$ cat src/hw/igb_pkg.sv
// constants shared by the input capture gearbox files
package igb_pkg;
  // ---------------------------------------------------------------
  // register map (byte addresses)
  // ---------------------------------------------------------------
  localparam int          ADDR_W      = 4;
  localparam logic [3:0]  CTRL_ADDR   = 4'h0;
  localparam logic [3:0]  STATUS_ADDR = 4'h4;
  // control fields
  localparam int          CTRL_MODE_LO = 0;
  localparam int          CTRL_MODE_HI = 1;
  localparam int          CTRL_MEM_BIT = 2;
  localparam int          CTRL_DLY_BIT = 3;
  localparam int          CTRL_DYN_BIT = 4;
  localparam logic [4:0]  CTRL_RESET   = 5'h00;
  // status fields
  localparam int          ST_WORD_LO  = 0;
  localparam int          ST_LVL_LO   = 4;
  localparam int          ST_OVR_BIT  = 8;
  localparam int          ST_SDR_BIT  = 9;
  // ---------------------------------------------------------------
  // capture modes as stored in the control register
  // ---------------------------------------------------------------
  localparam logic [1:0]  MODE_SDR  = 2'h0;
  localparam logic [1:0]  MODE_DDR  = 2'h1;
  localparam logic [1:0]  MODE_GEAR = 2'h2;
  // ---------------------------------------------------------------
  // data path sizing
  // ---------------------------------------------------------------
  localparam int          DLY_TAPS    = 16;
  localparam logic [3:0]  FIXED_TAP   = 4'h3;
  localparam int          WORD_W      = 4;
  localparam int          FIFO_DEPTH  = 8;
  localparam logic [1:0]  RESP_OKAY   = 2'h0;
  localparam logic [1:0]  RESP_SLVERR = 2'h2;
endpackage

$ cat src/hw/igb_sync.sv
// two flip-flop level synchroniser, one per bit
`timescale 1ns/1ps
module igb_sync #(
  parameter int W = 1
) (
  input  wire logic         aclk,
  input  wire logic         aresetn,
  input  wire logic [W-1:0] async_in,
  output logic      [W-1:0] sync_out
);
  // ---------------------------------------------------------------
  // synchroniser stages
  // ---------------------------------------------------------------
  logic [W-1:0] meta_q;

  // first stage feeds only the second stage
  always_ff @(posedge aclk) begin
    if (!aresetn) begin
      meta_q   <= '0;
      sync_out <= '0;
    end else begin
      meta_q   <= async_in;
      sync_out <= meta_q;
    end
  end
endmodule // igb_sync

$ cat src/hw/igb_fifo.sv
// small synchronous fifo with valid and ready on both sides
`timescale 1ns/1ps
module igb_fifo #(
  parameter int W = 4,
  parameter int D = 8
) (
  input  wire logic           aclk,
  input  wire logic           aresetn,
  input  wire logic           in_valid,
  output logic                in_ready,
  input  wire logic [W-1:0]   in_data,
  output logic                out_valid,
  input  wire logic           out_ready,
  output logic      [W-1:0]   out_data,
  output logic [$clog2(D):0]  level
);
  // ---------------------------------------------------------------
  // storage and pointers
  // ---------------------------------------------------------------
  localparam int AW = $clog2(D);
  logic [W-1:0]  mem_q [D];
  logic [AW-1:0] wr_q;
  logic [AW-1:0] rd_q;
  logic          push;
  logic          pop;

  // honest flags straight from the fill count
  assign in_ready  = (level != D[AW:0]);
  assign out_valid = (level != '0);
  assign push      = in_valid && in_ready;
  assign pop       = out_valid && out_ready;
  assign out_data  = mem_q[rd_q];

  // pointers wrap at the depth, which need not be a power of two
  always_ff @(posedge aclk) begin
    if (!aresetn) begin
      wr_q  <= '0;
      rd_q  <= '0;
      level <= '0;
    end else begin
      if (push)
        wr_q <= (wr_q == AW'(D - 1)) ? '0 : wr_q + 1'b1;
      if (pop)
        rd_q <= (rd_q == AW'(D - 1)) ? '0 : rd_q + 1'b1;
      level <= level + (AW + 1)'(push) - (AW + 1)'(pop);
    end
  end

  // entries cleared at reset so nothing stale is shown before the write pointer first wraps
  always_ff @(posedge aclk) begin
    if (!aresetn) begin
      for (int i = 0; i < D; i++) mem_q[i] <= '0;
    end else if (push) begin
      mem_q[wr_q] <= in_data;
    end
  end
endmodule // igb_fifo

$ cat src/hw/igb_capture.sv
// input capture block: bypass, delay, sdr, ddr and gearbox capture
// What this block does
// pad input bypasses registers to combinational outputs
// optional delay: fixed tap or four-bit dynamic
// exactly three capture modes: sdr, ddr, gearbox
// sdr registers input on the system clock
// ddr samples on both capture clock edges
// strobe clock in memory mode, else edge clock
// ddr streams resynchronised to system clock
// gearbox yields four streams from one pad
// gearbox pairs staged on the selected capture clock (strobe in memory mode, else edge), then system
// polarity input picks the sync clock edge
// transfer latch gates gearbox word transfer
// read-control logic supplies clock, polarity, latch
// reset clears all capture and sync registers
`timescale 1ns/1ps
module igb_capture #(
  parameter int DEPTH = igb_pkg::FIFO_DEPTH
) (
  input  wire logic                      aclk,
  input  wire logic                      aresetn,
  // pad side and read-control inputs
  input  wire logic                      pad_input_data,
  input  wire logic [3:0]                dynamic_delay_sel,
  input  wire logic                      strobe_derived_capture_clock,
  input  wire logic                      edge_capture_clock,
  input  wire logic                      sync_clock_polarity,
  input  wire logic                      sync_transfer_latch,
  // bypass outputs
  output logic                           comb_bypass_out,
  output logic                           clock_bypass_out,
  output logic                           strobe_delay_in,
  // core side
  output logic                           sdr_data_out,
  output logic                           core_valid,
  input  wire logic                      core_ready,
  output logic                           gear_rise_a,
  output logic                           gear_fall_a,
  output logic                           gear_rise_b,
  output logic                           gear_fall_b,
  // axi4-lite slave
  input  wire logic [igb_pkg::ADDR_W-1:0] s_axi_awaddr,
  input  wire logic                      s_axi_awvalid,
  output logic                           s_axi_awready,
  input  wire logic [31:0]               s_axi_wdata,
  input  wire logic [3:0]                s_axi_wstrb,
  input  wire logic                      s_axi_wvalid,
  output logic                           s_axi_wready,
  output logic [1:0]                     s_axi_bresp,
  output logic                           s_axi_bvalid,
  input  wire logic                      s_axi_bready,
  input  wire logic [igb_pkg::ADDR_W-1:0] s_axi_araddr,
  input  wire logic                      s_axi_arvalid,
  output logic                           s_axi_arready,
  output logic [31:0]                    s_axi_rdata,
  output logic [1:0]                     s_axi_rresp,
  output logic                           s_axi_rvalid,
  input  wire logic                      s_axi_rready
);
  // ---------------------------------------------------------------
  // declarations
  // ---------------------------------------------------------------
  typedef enum logic {GEAR_FIRST, GEAR_SECOND} igb_gear_type;

  localparam int LW = $clog2(DEPTH) + 1;
  logic [4:0]                  ctrl_q;
  logic                        overrun_q;
  logic                        aw_hold_q;
  logic                        w_hold_q;
  logic [igb_pkg::ADDR_W-1:0]  awaddr_q;
  logic [31:0]                 wdata_q;
  logic [3:0]                  wstrb_q;
  logic                        do_write;
  logic                        clr_overrun;
  logic [31:0]                 rd_mux;
  logic [1:0]                  mode;
  logic [8:0]                  pins_s;
  logic                        pad_s;
  logic                        strobe_s;
  logic                        edge_s;
  logic                        pol_s;
  logic                        latch_s;
  logic [3:0]                  dsel_s;
  logic [igb_pkg::DLY_TAPS-1:0] dly_line_q;
  logic                        data_in;
  logic                        cap_s;
  logic                        cap_d_q;
  logic                        cap_rise;
  logic                        cap_fall;
  logic                        sync_edge;
  logic                        rise_q;
  logic                        fall_q;
  logic                        sdr_q;
  logic [1:0]                  gpa_q;
  igb_gear_type                gear_st_q;
  logic                        push_q;
  logic [igb_pkg::WORD_W-1:0]  push_word_q;
  logic [igb_pkg::WORD_W-1:0]  last_word_q;
  logic                        fifo_in_ready;
  logic [igb_pkg::WORD_W-1:0]  fifo_out;
  logic [LW-1:0]               fifo_level;

  assign mode = ctrl_q[igb_pkg::CTRL_MODE_HI:igb_pkg::CTRL_MODE_LO];

  // ---------------------------------------------------------------
  // bypass paths
  // ---------------------------------------------------------------
  // no register here on purpose: these are the raw buffered pad
  assign comb_bypass_out  = pad_input_data;
  assign clock_bypass_out = pad_input_data;
  assign strobe_delay_in  = pad_input_data;

  // ---------------------------------------------------------------
  // pin synchronisers
  // ---------------------------------------------------------------
  // capture clocks are slow link clocks here, sampled like data
  igb_sync #(.W(9)) u_sync (
    .aclk     (aclk),
    .aresetn  (aresetn),
    .async_in ({dynamic_delay_sel, sync_transfer_latch, sync_clock_polarity,
                edge_capture_clock, strobe_derived_capture_clock,
                pad_input_data}),
    .sync_out (pins_s)
  );
  assign pad_s    = pins_s[0];
  assign strobe_s = pins_s[1];
  assign edge_s   = pins_s[2];
  assign pol_s    = pins_s[3];
  assign latch_s  = pins_s[4];
  assign dsel_s   = pins_s[8:5];

  // ---------------------------------------------------------------
  // input delay line
  // ---------------------------------------------------------------
  // tap k holds the pad k+1 cycles late; delay is in system cycles
  always_ff @(posedge aclk) begin
    if (!aresetn)
      dly_line_q <= '0;
    else
      dly_line_q <= {dly_line_q[igb_pkg::DLY_TAPS-2:0], pad_s};
  end

  // fixed tap or the dynamic select picks the delayed sample
  always_comb begin
    if (!ctrl_q[igb_pkg::CTRL_DLY_BIT])
      data_in = pad_s;
    else if (ctrl_q[igb_pkg::CTRL_DYN_BIT])
      data_in = dly_line_q[dsel_s];
    else
      data_in = dly_line_q[igb_pkg::FIXED_TAP];
  end

  // ---------------------------------------------------------------
  // capture clock edge detection
  // ---------------------------------------------------------------
  // memory mode uses the strobe clock, generic ddr the edge clock
  assign cap_s = ctrl_q[igb_pkg::CTRL_MEM_BIT] ? strobe_s : edge_s;

  always_ff @(posedge aclk) begin
    if (!aresetn)
      cap_d_q <= 1'b0;
    else
      cap_d_q <= cap_s;
  end

  assign cap_rise  = cap_s && !cap_d_q;
  assign cap_fall  = !cap_s && cap_d_q;
  // polarity chooses which edge moves the pair into system domain
  assign sync_edge = pol_s ? cap_fall : cap_rise;

  // ---------------------------------------------------------------
  // sdr and ddr sample registers
  // ---------------------------------------------------------------
  always_ff @(posedge aclk) begin
    if (!aresetn) begin
      sdr_q <= 1'b0;
    end else if (mode == igb_pkg::MODE_SDR) begin
      sdr_q <= data_in;
    end
  end

  always_ff @(posedge aclk) begin
    if (!aresetn) begin
      rise_q <= 1'b0;
      fall_q <= 1'b0;
    end else if (mode != igb_pkg::MODE_SDR) begin
      if (cap_rise)
        rise_q <= data_in;
      if (cap_fall)
        fall_q <= data_in;
    end
  end

  // ---------------------------------------------------------------
  // resynchronisation and gearbox
  // ---------------------------------------------------------------
  // pair a is held on the capture clock until pair b arrives; a
  // closed transfer latch slides the window so alignment is chosen
  // by the read-control logic, at the cost of dropped pairs
  always_ff @(posedge aclk) begin
    if (!aresetn) begin
      gpa_q       <= '0;
      gear_st_q   <= GEAR_FIRST;
      push_q      <= 1'b0;
      push_word_q <= '0;
    end else begin
      push_q <= 1'b0;
      if (sync_edge && mode == igb_pkg::MODE_DDR) begin
        push_q      <= 1'b1;
        push_word_q <= {2'b00, fall_q, rise_q};
      end else if (sync_edge && mode == igb_pkg::MODE_GEAR) begin
        case (gear_st_q)
          GEAR_FIRST: begin
            gpa_q     <= {fall_q, rise_q};
            gear_st_q <= GEAR_SECOND;
          end
          GEAR_SECOND: begin
            if (latch_s) begin
              push_q      <= 1'b1;
              push_word_q <= {fall_q, rise_q, gpa_q};
              gear_st_q   <= GEAR_FIRST;
            end else begin
              gpa_q <= {fall_q, rise_q};
            end
          end
          default: gear_st_q <= GEAR_FIRST;
        endcase
      end
      if (mode != igb_pkg::MODE_GEAR)
        gear_st_q <= GEAR_FIRST;
    end
  end

  // ---------------------------------------------------------------
  // system clock output buffer
  // ---------------------------------------------------------------
  // the pad cannot be stalled, so a full buffer costs a word
  igb_fifo #(.W(igb_pkg::WORD_W), .D(DEPTH)) u_fifo (
    .aclk      (aclk),
    .aresetn   (aresetn),
    .in_valid  (push_q),
    .in_ready  (fifo_in_ready),
    .in_data   (push_word_q),
    .out_valid (core_valid),
    .out_ready (core_ready),
    .out_data  (fifo_out),
    .level     (fifo_level)
  );

  assign gear_rise_a  = fifo_out[0];
  assign gear_fall_a  = fifo_out[1];
  assign gear_rise_b  = fifo_out[2];
  assign gear_fall_b  = fifo_out[3];
  assign sdr_data_out = sdr_q;

  // last accepted word, shown in status
  always_ff @(posedge aclk) begin
    if (!aresetn)
      last_word_q <= '0;
    else if (push_q && fifo_in_ready)
      last_word_q <= push_word_q;
  end

  // a lost word sets the flag; set wins over a same-cycle clear
  always_ff @(posedge aclk) begin
    if (!aresetn)
      overrun_q <= 1'b0;
    else if (push_q && !fifo_in_ready)
      overrun_q <= 1'b1;
    else if (clr_overrun)
      overrun_q <= 1'b0;
  end

  // ---------------------------------------------------------------
  // axi4-lite write channel
  // ---------------------------------------------------------------
  assign s_axi_awready = !aw_hold_q && !s_axi_bvalid;
  assign s_axi_wready  = !w_hold_q && !s_axi_bvalid;
  assign do_write      = aw_hold_q && w_hold_q && !s_axi_bvalid;
  assign clr_overrun   = do_write && awaddr_q == igb_pkg::STATUS_ADDR &&
                         wstrb_q[1] && wdata_q[igb_pkg::ST_OVR_BIT];

  // address and data are caught in either order, answered together
  always_ff @(posedge aclk) begin
    if (!aresetn) begin
      aw_hold_q    <= 1'b0;
      w_hold_q     <= 1'b0;
      awaddr_q     <= '0;
      wdata_q      <= '0;
      wstrb_q      <= '0;
      s_axi_bvalid <= 1'b0;
      s_axi_bresp  <= igb_pkg::RESP_OKAY;
    end else begin
      if (s_axi_awvalid && s_axi_awready) begin
        aw_hold_q <= 1'b1;
        awaddr_q  <= s_axi_awaddr;
      end
      if (s_axi_wvalid && s_axi_wready) begin
        w_hold_q <= 1'b1;
        wdata_q  <= s_axi_wdata;
        wstrb_q  <= s_axi_wstrb;
      end
      if (do_write) begin
        aw_hold_q    <= 1'b0;
        w_hold_q     <= 1'b0;
        s_axi_bvalid <= 1'b1;
        s_axi_bresp  <= (awaddr_q == igb_pkg::CTRL_ADDR ||
                         awaddr_q == igb_pkg::STATUS_ADDR) ?
                        igb_pkg::RESP_OKAY : igb_pkg::RESP_SLVERR;
      end else if (s_axi_bready) begin
        s_axi_bvalid <= 1'b0;
      end
    end
  end

  // control register; an illegal mode code leaves the mode alone
  always_ff @(posedge aclk) begin
    if (!aresetn) begin
      ctrl_q <= igb_pkg::CTRL_RESET;
    end else if (do_write && awaddr_q == igb_pkg::CTRL_ADDR && wstrb_q[0]) begin
      ctrl_q[4:2] <= wdata_q[4:2];
      if (wdata_q[1:0] != 2'b11)
        ctrl_q[1:0] <= wdata_q[1:0];
    end
  end

  // ---------------------------------------------------------------
  // axi4-lite read channel
  // ---------------------------------------------------------------
  always_comb begin
    rd_mux = '0;
    if (s_axi_araddr == igb_pkg::CTRL_ADDR) begin
      rd_mux[4:0] = ctrl_q;
    end else begin
      rd_mux[igb_pkg::ST_WORD_LO +: 4]  = last_word_q;
      rd_mux[igb_pkg::ST_LVL_LO +: LW]  = fifo_level;
      rd_mux[igb_pkg::ST_OVR_BIT]       = overrun_q;
      rd_mux[igb_pkg::ST_SDR_BIT]       = sdr_q;
    end
  end

  assign s_axi_arready = !s_axi_rvalid;

  always_ff @(posedge aclk) begin
    if (!aresetn) begin
      s_axi_rvalid <= 1'b0;
      s_axi_rdata  <= '0;
      s_axi_rresp  <= igb_pkg::RESP_OKAY;
    end else if (s_axi_arvalid && s_axi_arready) begin
      s_axi_rvalid <= 1'b1;
      s_axi_rdata  <= rd_mux;
      s_axi_rresp  <= (s_axi_araddr == igb_pkg::CTRL_ADDR ||
                       s_axi_araddr == igb_pkg::STATUS_ADDR) ?
                      igb_pkg::RESP_OKAY : igb_pkg::RESP_SLVERR;
    end else if (s_axi_rready) begin
      s_axi_rvalid <= 1'b0;
    end
  end
endmodule // igb_capture

$ cat config.mk
export PLATFORM = sky130hd
export DESIGN_NAME = igb_capture
export DESIGN_NICKNAME = d
export VERILOG_FILES = /design/src/hw/igb_pkg.sv /design/src/hw/igb_sync.sv /design/src/hw/igb_fifo.sv /design/src/hw/igb_capture.sv
export SDC_FILE = /design/constraint.sdc
export NUM_CORES = 1
export LEC_CHECK = 0
export BUFFER_PORTS_ARGS = -buffer_cell sky130_fd_sc_hd__buf_2
export CAP_MARGIN = 0
export CORE_MARGIN = 5
export CORE_UTILIZATION = 40
export CTS_BUF_LIST = sky130_fd_sc_hd__clkbuf_4
export DETAILED_ROUTE_END_ITERATION = 8
export GPL_TIMING_DRIVEN = 0
export SLEW_MARGIN = 20
export SYNTH_ARGS = -nofsm -noshare
export SYNTH_HDL_FRONTEND = slang
export SYNTH_SLANG_ARGS = --single-unit
$ cat constraint.sdc
create_clock -name aclk -period 2.8 [get_ports aclk]
set_clock_uncertainty 0.05 [all_clocks]
set_input_delay 0.7 -clock aclk [delete_from_list [all_inputs] [get_ports aclk]]
set_output_delay 0.7 -clock aclk [all_outputs]
set_load 0.1 [all_outputs]
After elaboration in Yosys (flattened, before gate mapping)
Memory sizes are Yosys's and may differ from the RTL's. A register that Yosys moved wholly into a read port is not among the register bits.
Index checks and enable logic that the tools add are counted.
- output and inout bits: 50
- memories kept: 1
- bits in writable memories: 32
- input bits: 61
- register bits: 99
- word-level logic and storage cells: 137
- bitwise gates (word level): 3
- add/sub/neg operators: 4
- reduce and logical (&&, ||, !) cells: 50
- eq/ne operators: 10
- magnitude comparators: 1
- multiplexer cells: 39
- memory list (memory ; depth ; width ; rd ports ; clocked after memory_dff ; write ports ; line ; source):
    u_fifo.mem_q ; 8 ; 4 ; 1 ; 1 ; 8 ; igb_fifo.sv:21 ; logic [W-1:0] mem_q [D];
- operator list (operator ; count):
    $mux W1 ; 21
    $logic_and A1 B1 Y1 ; 19
    $mux W3 ; 5
    $mux W2 ; 7
    $reduce_bool A2 Y1 ; 7
    $mux W5 ; 2
    $reduce_and A3 Y1 ; 3
    $eq A4 B3 Y1 const B ; 2
    $logic_not A4 Y1 ; 2
    $reduce_and A2 Y1 ; 4
    $logic_not A1 Y1 ; 7
    $add A3 B1 Y3 const B ; 2
    $eq A3 B3 Y1 const B ; 2
    $ne A2 B2 Y1 const B ; 3
    $reduce_or A2 Y1 ; 3
    $lt A4 B5 Y1 const B ; 1
    $add A4 B1 Y4 ; 1
    $bmux W1 S4 ; 1
    $mux W4 ; 1
    $ne A4 B4 Y1 const B ; 1
    $pmux W2 S2 ; 1
    $reduce_bool A4 Y1 ; 1
    $reduce_or A4 Y1 ; 1
    $sub A4 B1 Y4 ; 1
    other kinds (6) ; 9

Longest topological paths before layout
- depth after elaboration: 7
- gate-level depth with buffers: 11
- mapped depth without buffers: 10

Hierarchy
A second synthesis with hierarchy kept.
- cells, all modules: 512
- area, all modules: 5499.0 sq um
- modules (own cells, without submodules) (module ; area an instance (sq um) ; sequential area each (sq um) ; instances ; cells an instance):
    igb_capture ; 2847.7 ; 1321.3 ; 1 ; 305
    igb_fifo ; 2149.6 ; 1221.2 ; 1 ; 170
    igb_sync ; 501.7 ; 360.3 ; 1 ; 37

Worst setup path before layout
No wires, ideal clock.
- path type: reg2reg
- start: reg u_fifo.level[2]
- end: reg u_fifo.level[2]
- path buffers: 1
- cell stages (with the launch flop): 12
- period minus slack after synthesis: 2.936 ns
- path slack: -0.136 ns
- library setup time: 0.128 ns
- required time: 2.622 ns
- arrival time: 2.758 ns
- cell sequence: dfxtp_1 > inv_1 > ha_1 > or3b_2 > clkbuf_1 > nand3_1 > o21ai_0 > ha_1 > inv_1 > fa_1 > xor2_1 > nor2_1
- elaborated cells between the ends (all ways): 6
- classes of those cells: 2 x add/sub; 1 x eq/ne; 3 x reduce/logical
- RTL lines (item ; line ; source):
    start: declaration ; igb_fifo.sv:15 ; output logic [$clog2(D):0] level
    start signal: assignment ; igb_fifo.sv:45 ; level <= level + (AW + 1)'(push) - (AW + 1)'(pop);
    $reduce_bool A4 Y1 ; igb_fifo.sv:29 ; assign out_valid = (level != '0);
    named net core_valid ; igb_capture.sv:35 ; output logic core_valid,
    $logic_and A1 B1 Y1 ; igb_fifo.sv:31 ; assign pop = out_valid && out_ready;
    $sub A4 B1 Y4 ; igb_fifo.sv:45 ;
The timed path passes the listed nets, and every way through them passes these cells.
A chain may end at the register's enable or synchronous reset.

==> flow_metrics.tcl <==
set metrics [dict create \
    synth-seq-cells 129 \
    area_growth_pct 18.8 \
    clk_path_buf_depth 2 \
    cpPeakStageDelay_ns 0.52 \
    avgSynthCellArea_um2 10.8 \
    synth_edf_count 32 \
    grt_overflow_total 0 \
    path_common_cell "buf_12" \
    diodes 0 \
    use_met1 0.179 \
    min_path_type "primary input to flop" \
    via_per_inst 4.84 \
    synth.most_common_cell "dfxtp_1" \
    finalWirelength_um 11600 \
    worst_slew_pin_slew_ns 0.626 \
    path_buf_inv 2 \
    syn_area_mm2 0.00548 \
    reg2reg_slack_ns 0.42 \
    synth_area_leaders "dfxtp_1, edfxtp_1, and2_1, mux2i_1, mux4_2" \
    start_util 0.410 \
    p_per_area_mw_per_mm2 731 \
    post-route-period-util 0.979 \
    synth_top_cell_area_share 0.354 \
    first_pass_iters 4 \
    antenna_left 0 \
    ys_types 51 \
    finalNetCount 676 \
    cts_tree "done" \
    grt_max_degree 17 \
    hold_violations 0 \
    crit_slowest_cell "mux4_2" \
    crit_chain "buf_12, mux4_2, mux2_4, buf_12" \
    setup_viol 0 \
    grt_pass1_vias 3875 \
    drcViolationCount 0 \
    yosysSeqAreaShare 0.530 \
    io_buffers 58 \
    ys_warn_count 0 \
    synth-main-ff-cell "dfxtp_1" \
    drv_cap 0 \
    crit_type "flop to primary output" \
    antenna_found_initial 0 \
    synth_cells 506 \
    dpl.hpwl_um 8600 \
    endpoint_kind "primary output" \
    busiest_layer "met2" \
    grt_use_met3 0.0522 \
    maxSlewViolCount 0 \
    crit_required_ns 2.05 \
    num_rows 42 \
    synth_commonest_cells "dfxtp_1, and2_1, nor2_1" \
    die_h_um 127 \
    synthArstFlopShare 0 \
    post_cts_buffers 0 \
    cts_made_buffers 17 \
    vias 3841 \
    period_needed_ns 2.74 \
    synth_area_leader_cell "dfxtp_1" \
    status "finished, final reports clean" \
    critPathTopFamily "multiplexers" \
    vdd_drop_max_uv 477 \
    cp.arrival_ns 1.99 \
    cts_sinks 129 \
    max_slew_margin 0.578 \
    drive_gt1_frac 0.241 \
    core_mm2 0.0133 \
    grtUsageMet2 0.253 \
    die_w_um 127 \
    cts_hold_buf 0 \
    p_leak_nw 2.66 \
    cp-start-kind "flop" \
    clk_latency_ns 0.52 \
    p_total_mw 4.76 \
    grt.total_usage 0.149 \
    die_area_mm2 0.0161 \
    cp_max_fo 8 \
    path_clk_slew_ns 0.11 \
    place.gp.congestion 0.798 \
    ios 111 \
    setup_tns_ns 0 \
    rsz0062_at_grt "yes" \
    initialDrtViolationCount 197 \
    grt_pass1_wl_um 18900 \
    htree_levels 4 \
    cts_root_buf "clkbuf_4" \
    timing.fmax_ghz 0.365 \
    route.detailed.wl_per_inst_um 14.6 \
]
[path summary, 6_finish.rpt]
path | from | to | depth (start not counted)
min reg2reg | u_sync.meta_q[1]$_SDFF_PN0_ | u_sync.sync_out[1]$_SDFF_PN0_ | 1
max | flop | gear_fall_b | 4
min | s_axi_rready | s_axi_rvalid$_SDFFE_PN0P_ | 2
max reg2reg | u_fifo.level[2]$_SDFF_PN0_ | u_fifo.level[1]$_SDFF_PN0_ | 10
[stage by stage]
step	hold slack (ns)	cells	util	cell area, µm²	worst slack [ns]
finish	0.299	794	0.488	6510	0.0588
global route	0.231	794	0.488	6510	-0.0553
CTS	0.252	794	0.487	6500	-0.00844
detailed placement	0.370	763	0.455	6080	0.267
global placement	0.365	763	0.455	6080	0.307
floorplan	0.362	529	-	5570	-0.132
[sequential cells by signal, indices dropped and copies added, names as in the netlist, 2 cells and up, named ones only]
register and flops:
s_axi_rdata 10, last_word_q 4, wdata_q 6, u_sync.meta_q 9
wstrb_q 2, gpa_q 2, dly_line_q 16, u_sync.sync_out 9
ctrl_q 5, u_fifo.mem_q 32, u_fifo.wr_q 3, awaddr_q 4
u_fifo.level 4, push_word_q 4, u_fifo.rd_q 3
[routing by layer]
| metal | routed length [µm] | part of all wire |
|---|---|---|
| met1 | 5070 | 0.44 |
| met2 | 5890 | 0.51 |
| met3 | 488 | 0.042 |
| met4 | 140 | 0.012 |
| met5 | 0 | 0 |
[cell usage in the layout, fill, tap and decap left out, types with 7 or more instances in the layout]
master / count
and2_1: 69
edfxtp_1: 32
nand4_1: 7
ha_1: 9
nor2_1: 39
inv_1: 10
clkbuf_4: 20
nand3_1: 19
mux4_2: 10
buf_4: 27
o31ai_1: 8
nor3_1: 8
a21oi_1: 29
conb_1: 24
buf_2: 57
nand2b_1: 13
clkbuf_1: 15
mux2i_1: 24
o21ai_0: 10
nand2_1: 22
dfxtp_1: 96
[power breakdown]
| part | switching (mW) | internal [mW] |
|---|---|---|
| Combinational | 0.802 | 0.396 |
| Clock | 0.664 | 0.819 |
| Sequential | 0.0724 | 2.00 |
| Total | 1.54 | 3.22 |
[what timing repair did]
action / CTS / global route
setup endpoints to repair: 5 / 5
gates resized for setup: 25 / 2
cloned: 0 / 0
[cell type report]
| cell class | instances | area (µm²) |
|---|---|---|
| Buffer | 50 | 312 |
| Tap cell | 176 | 220 |
| Sequential cell | 129 | 2900 |
| Fill cell | 1272 | 6840 |
| Multi-Input combinational cell | 339 | 2340 |
| Clock buffer | 20 | 150 |
| Clock inverter | 12 | 189 |
| Inverter | 10 | 37.5 |
| Timing Repair Buffer | 58 | 357 |
[cell families after synthesis]
| kind of cell | Yosys count | synth area share |
|---|---|---|
| compound gates | 64 | 0.0793 |
| xor+xnor | 2 | 0.00320 |
| fa+ha+maj | 10 | 0.0242 |
| buf+inv | 61 | 0.0614 |
| flops | 129 | 0.530 |
| mux | 41 | 0.104 |
| other cells | 1 | 0.000685 |
| simple gates | 198 | 0.197 |
Power figures use the tool's default switching activity.
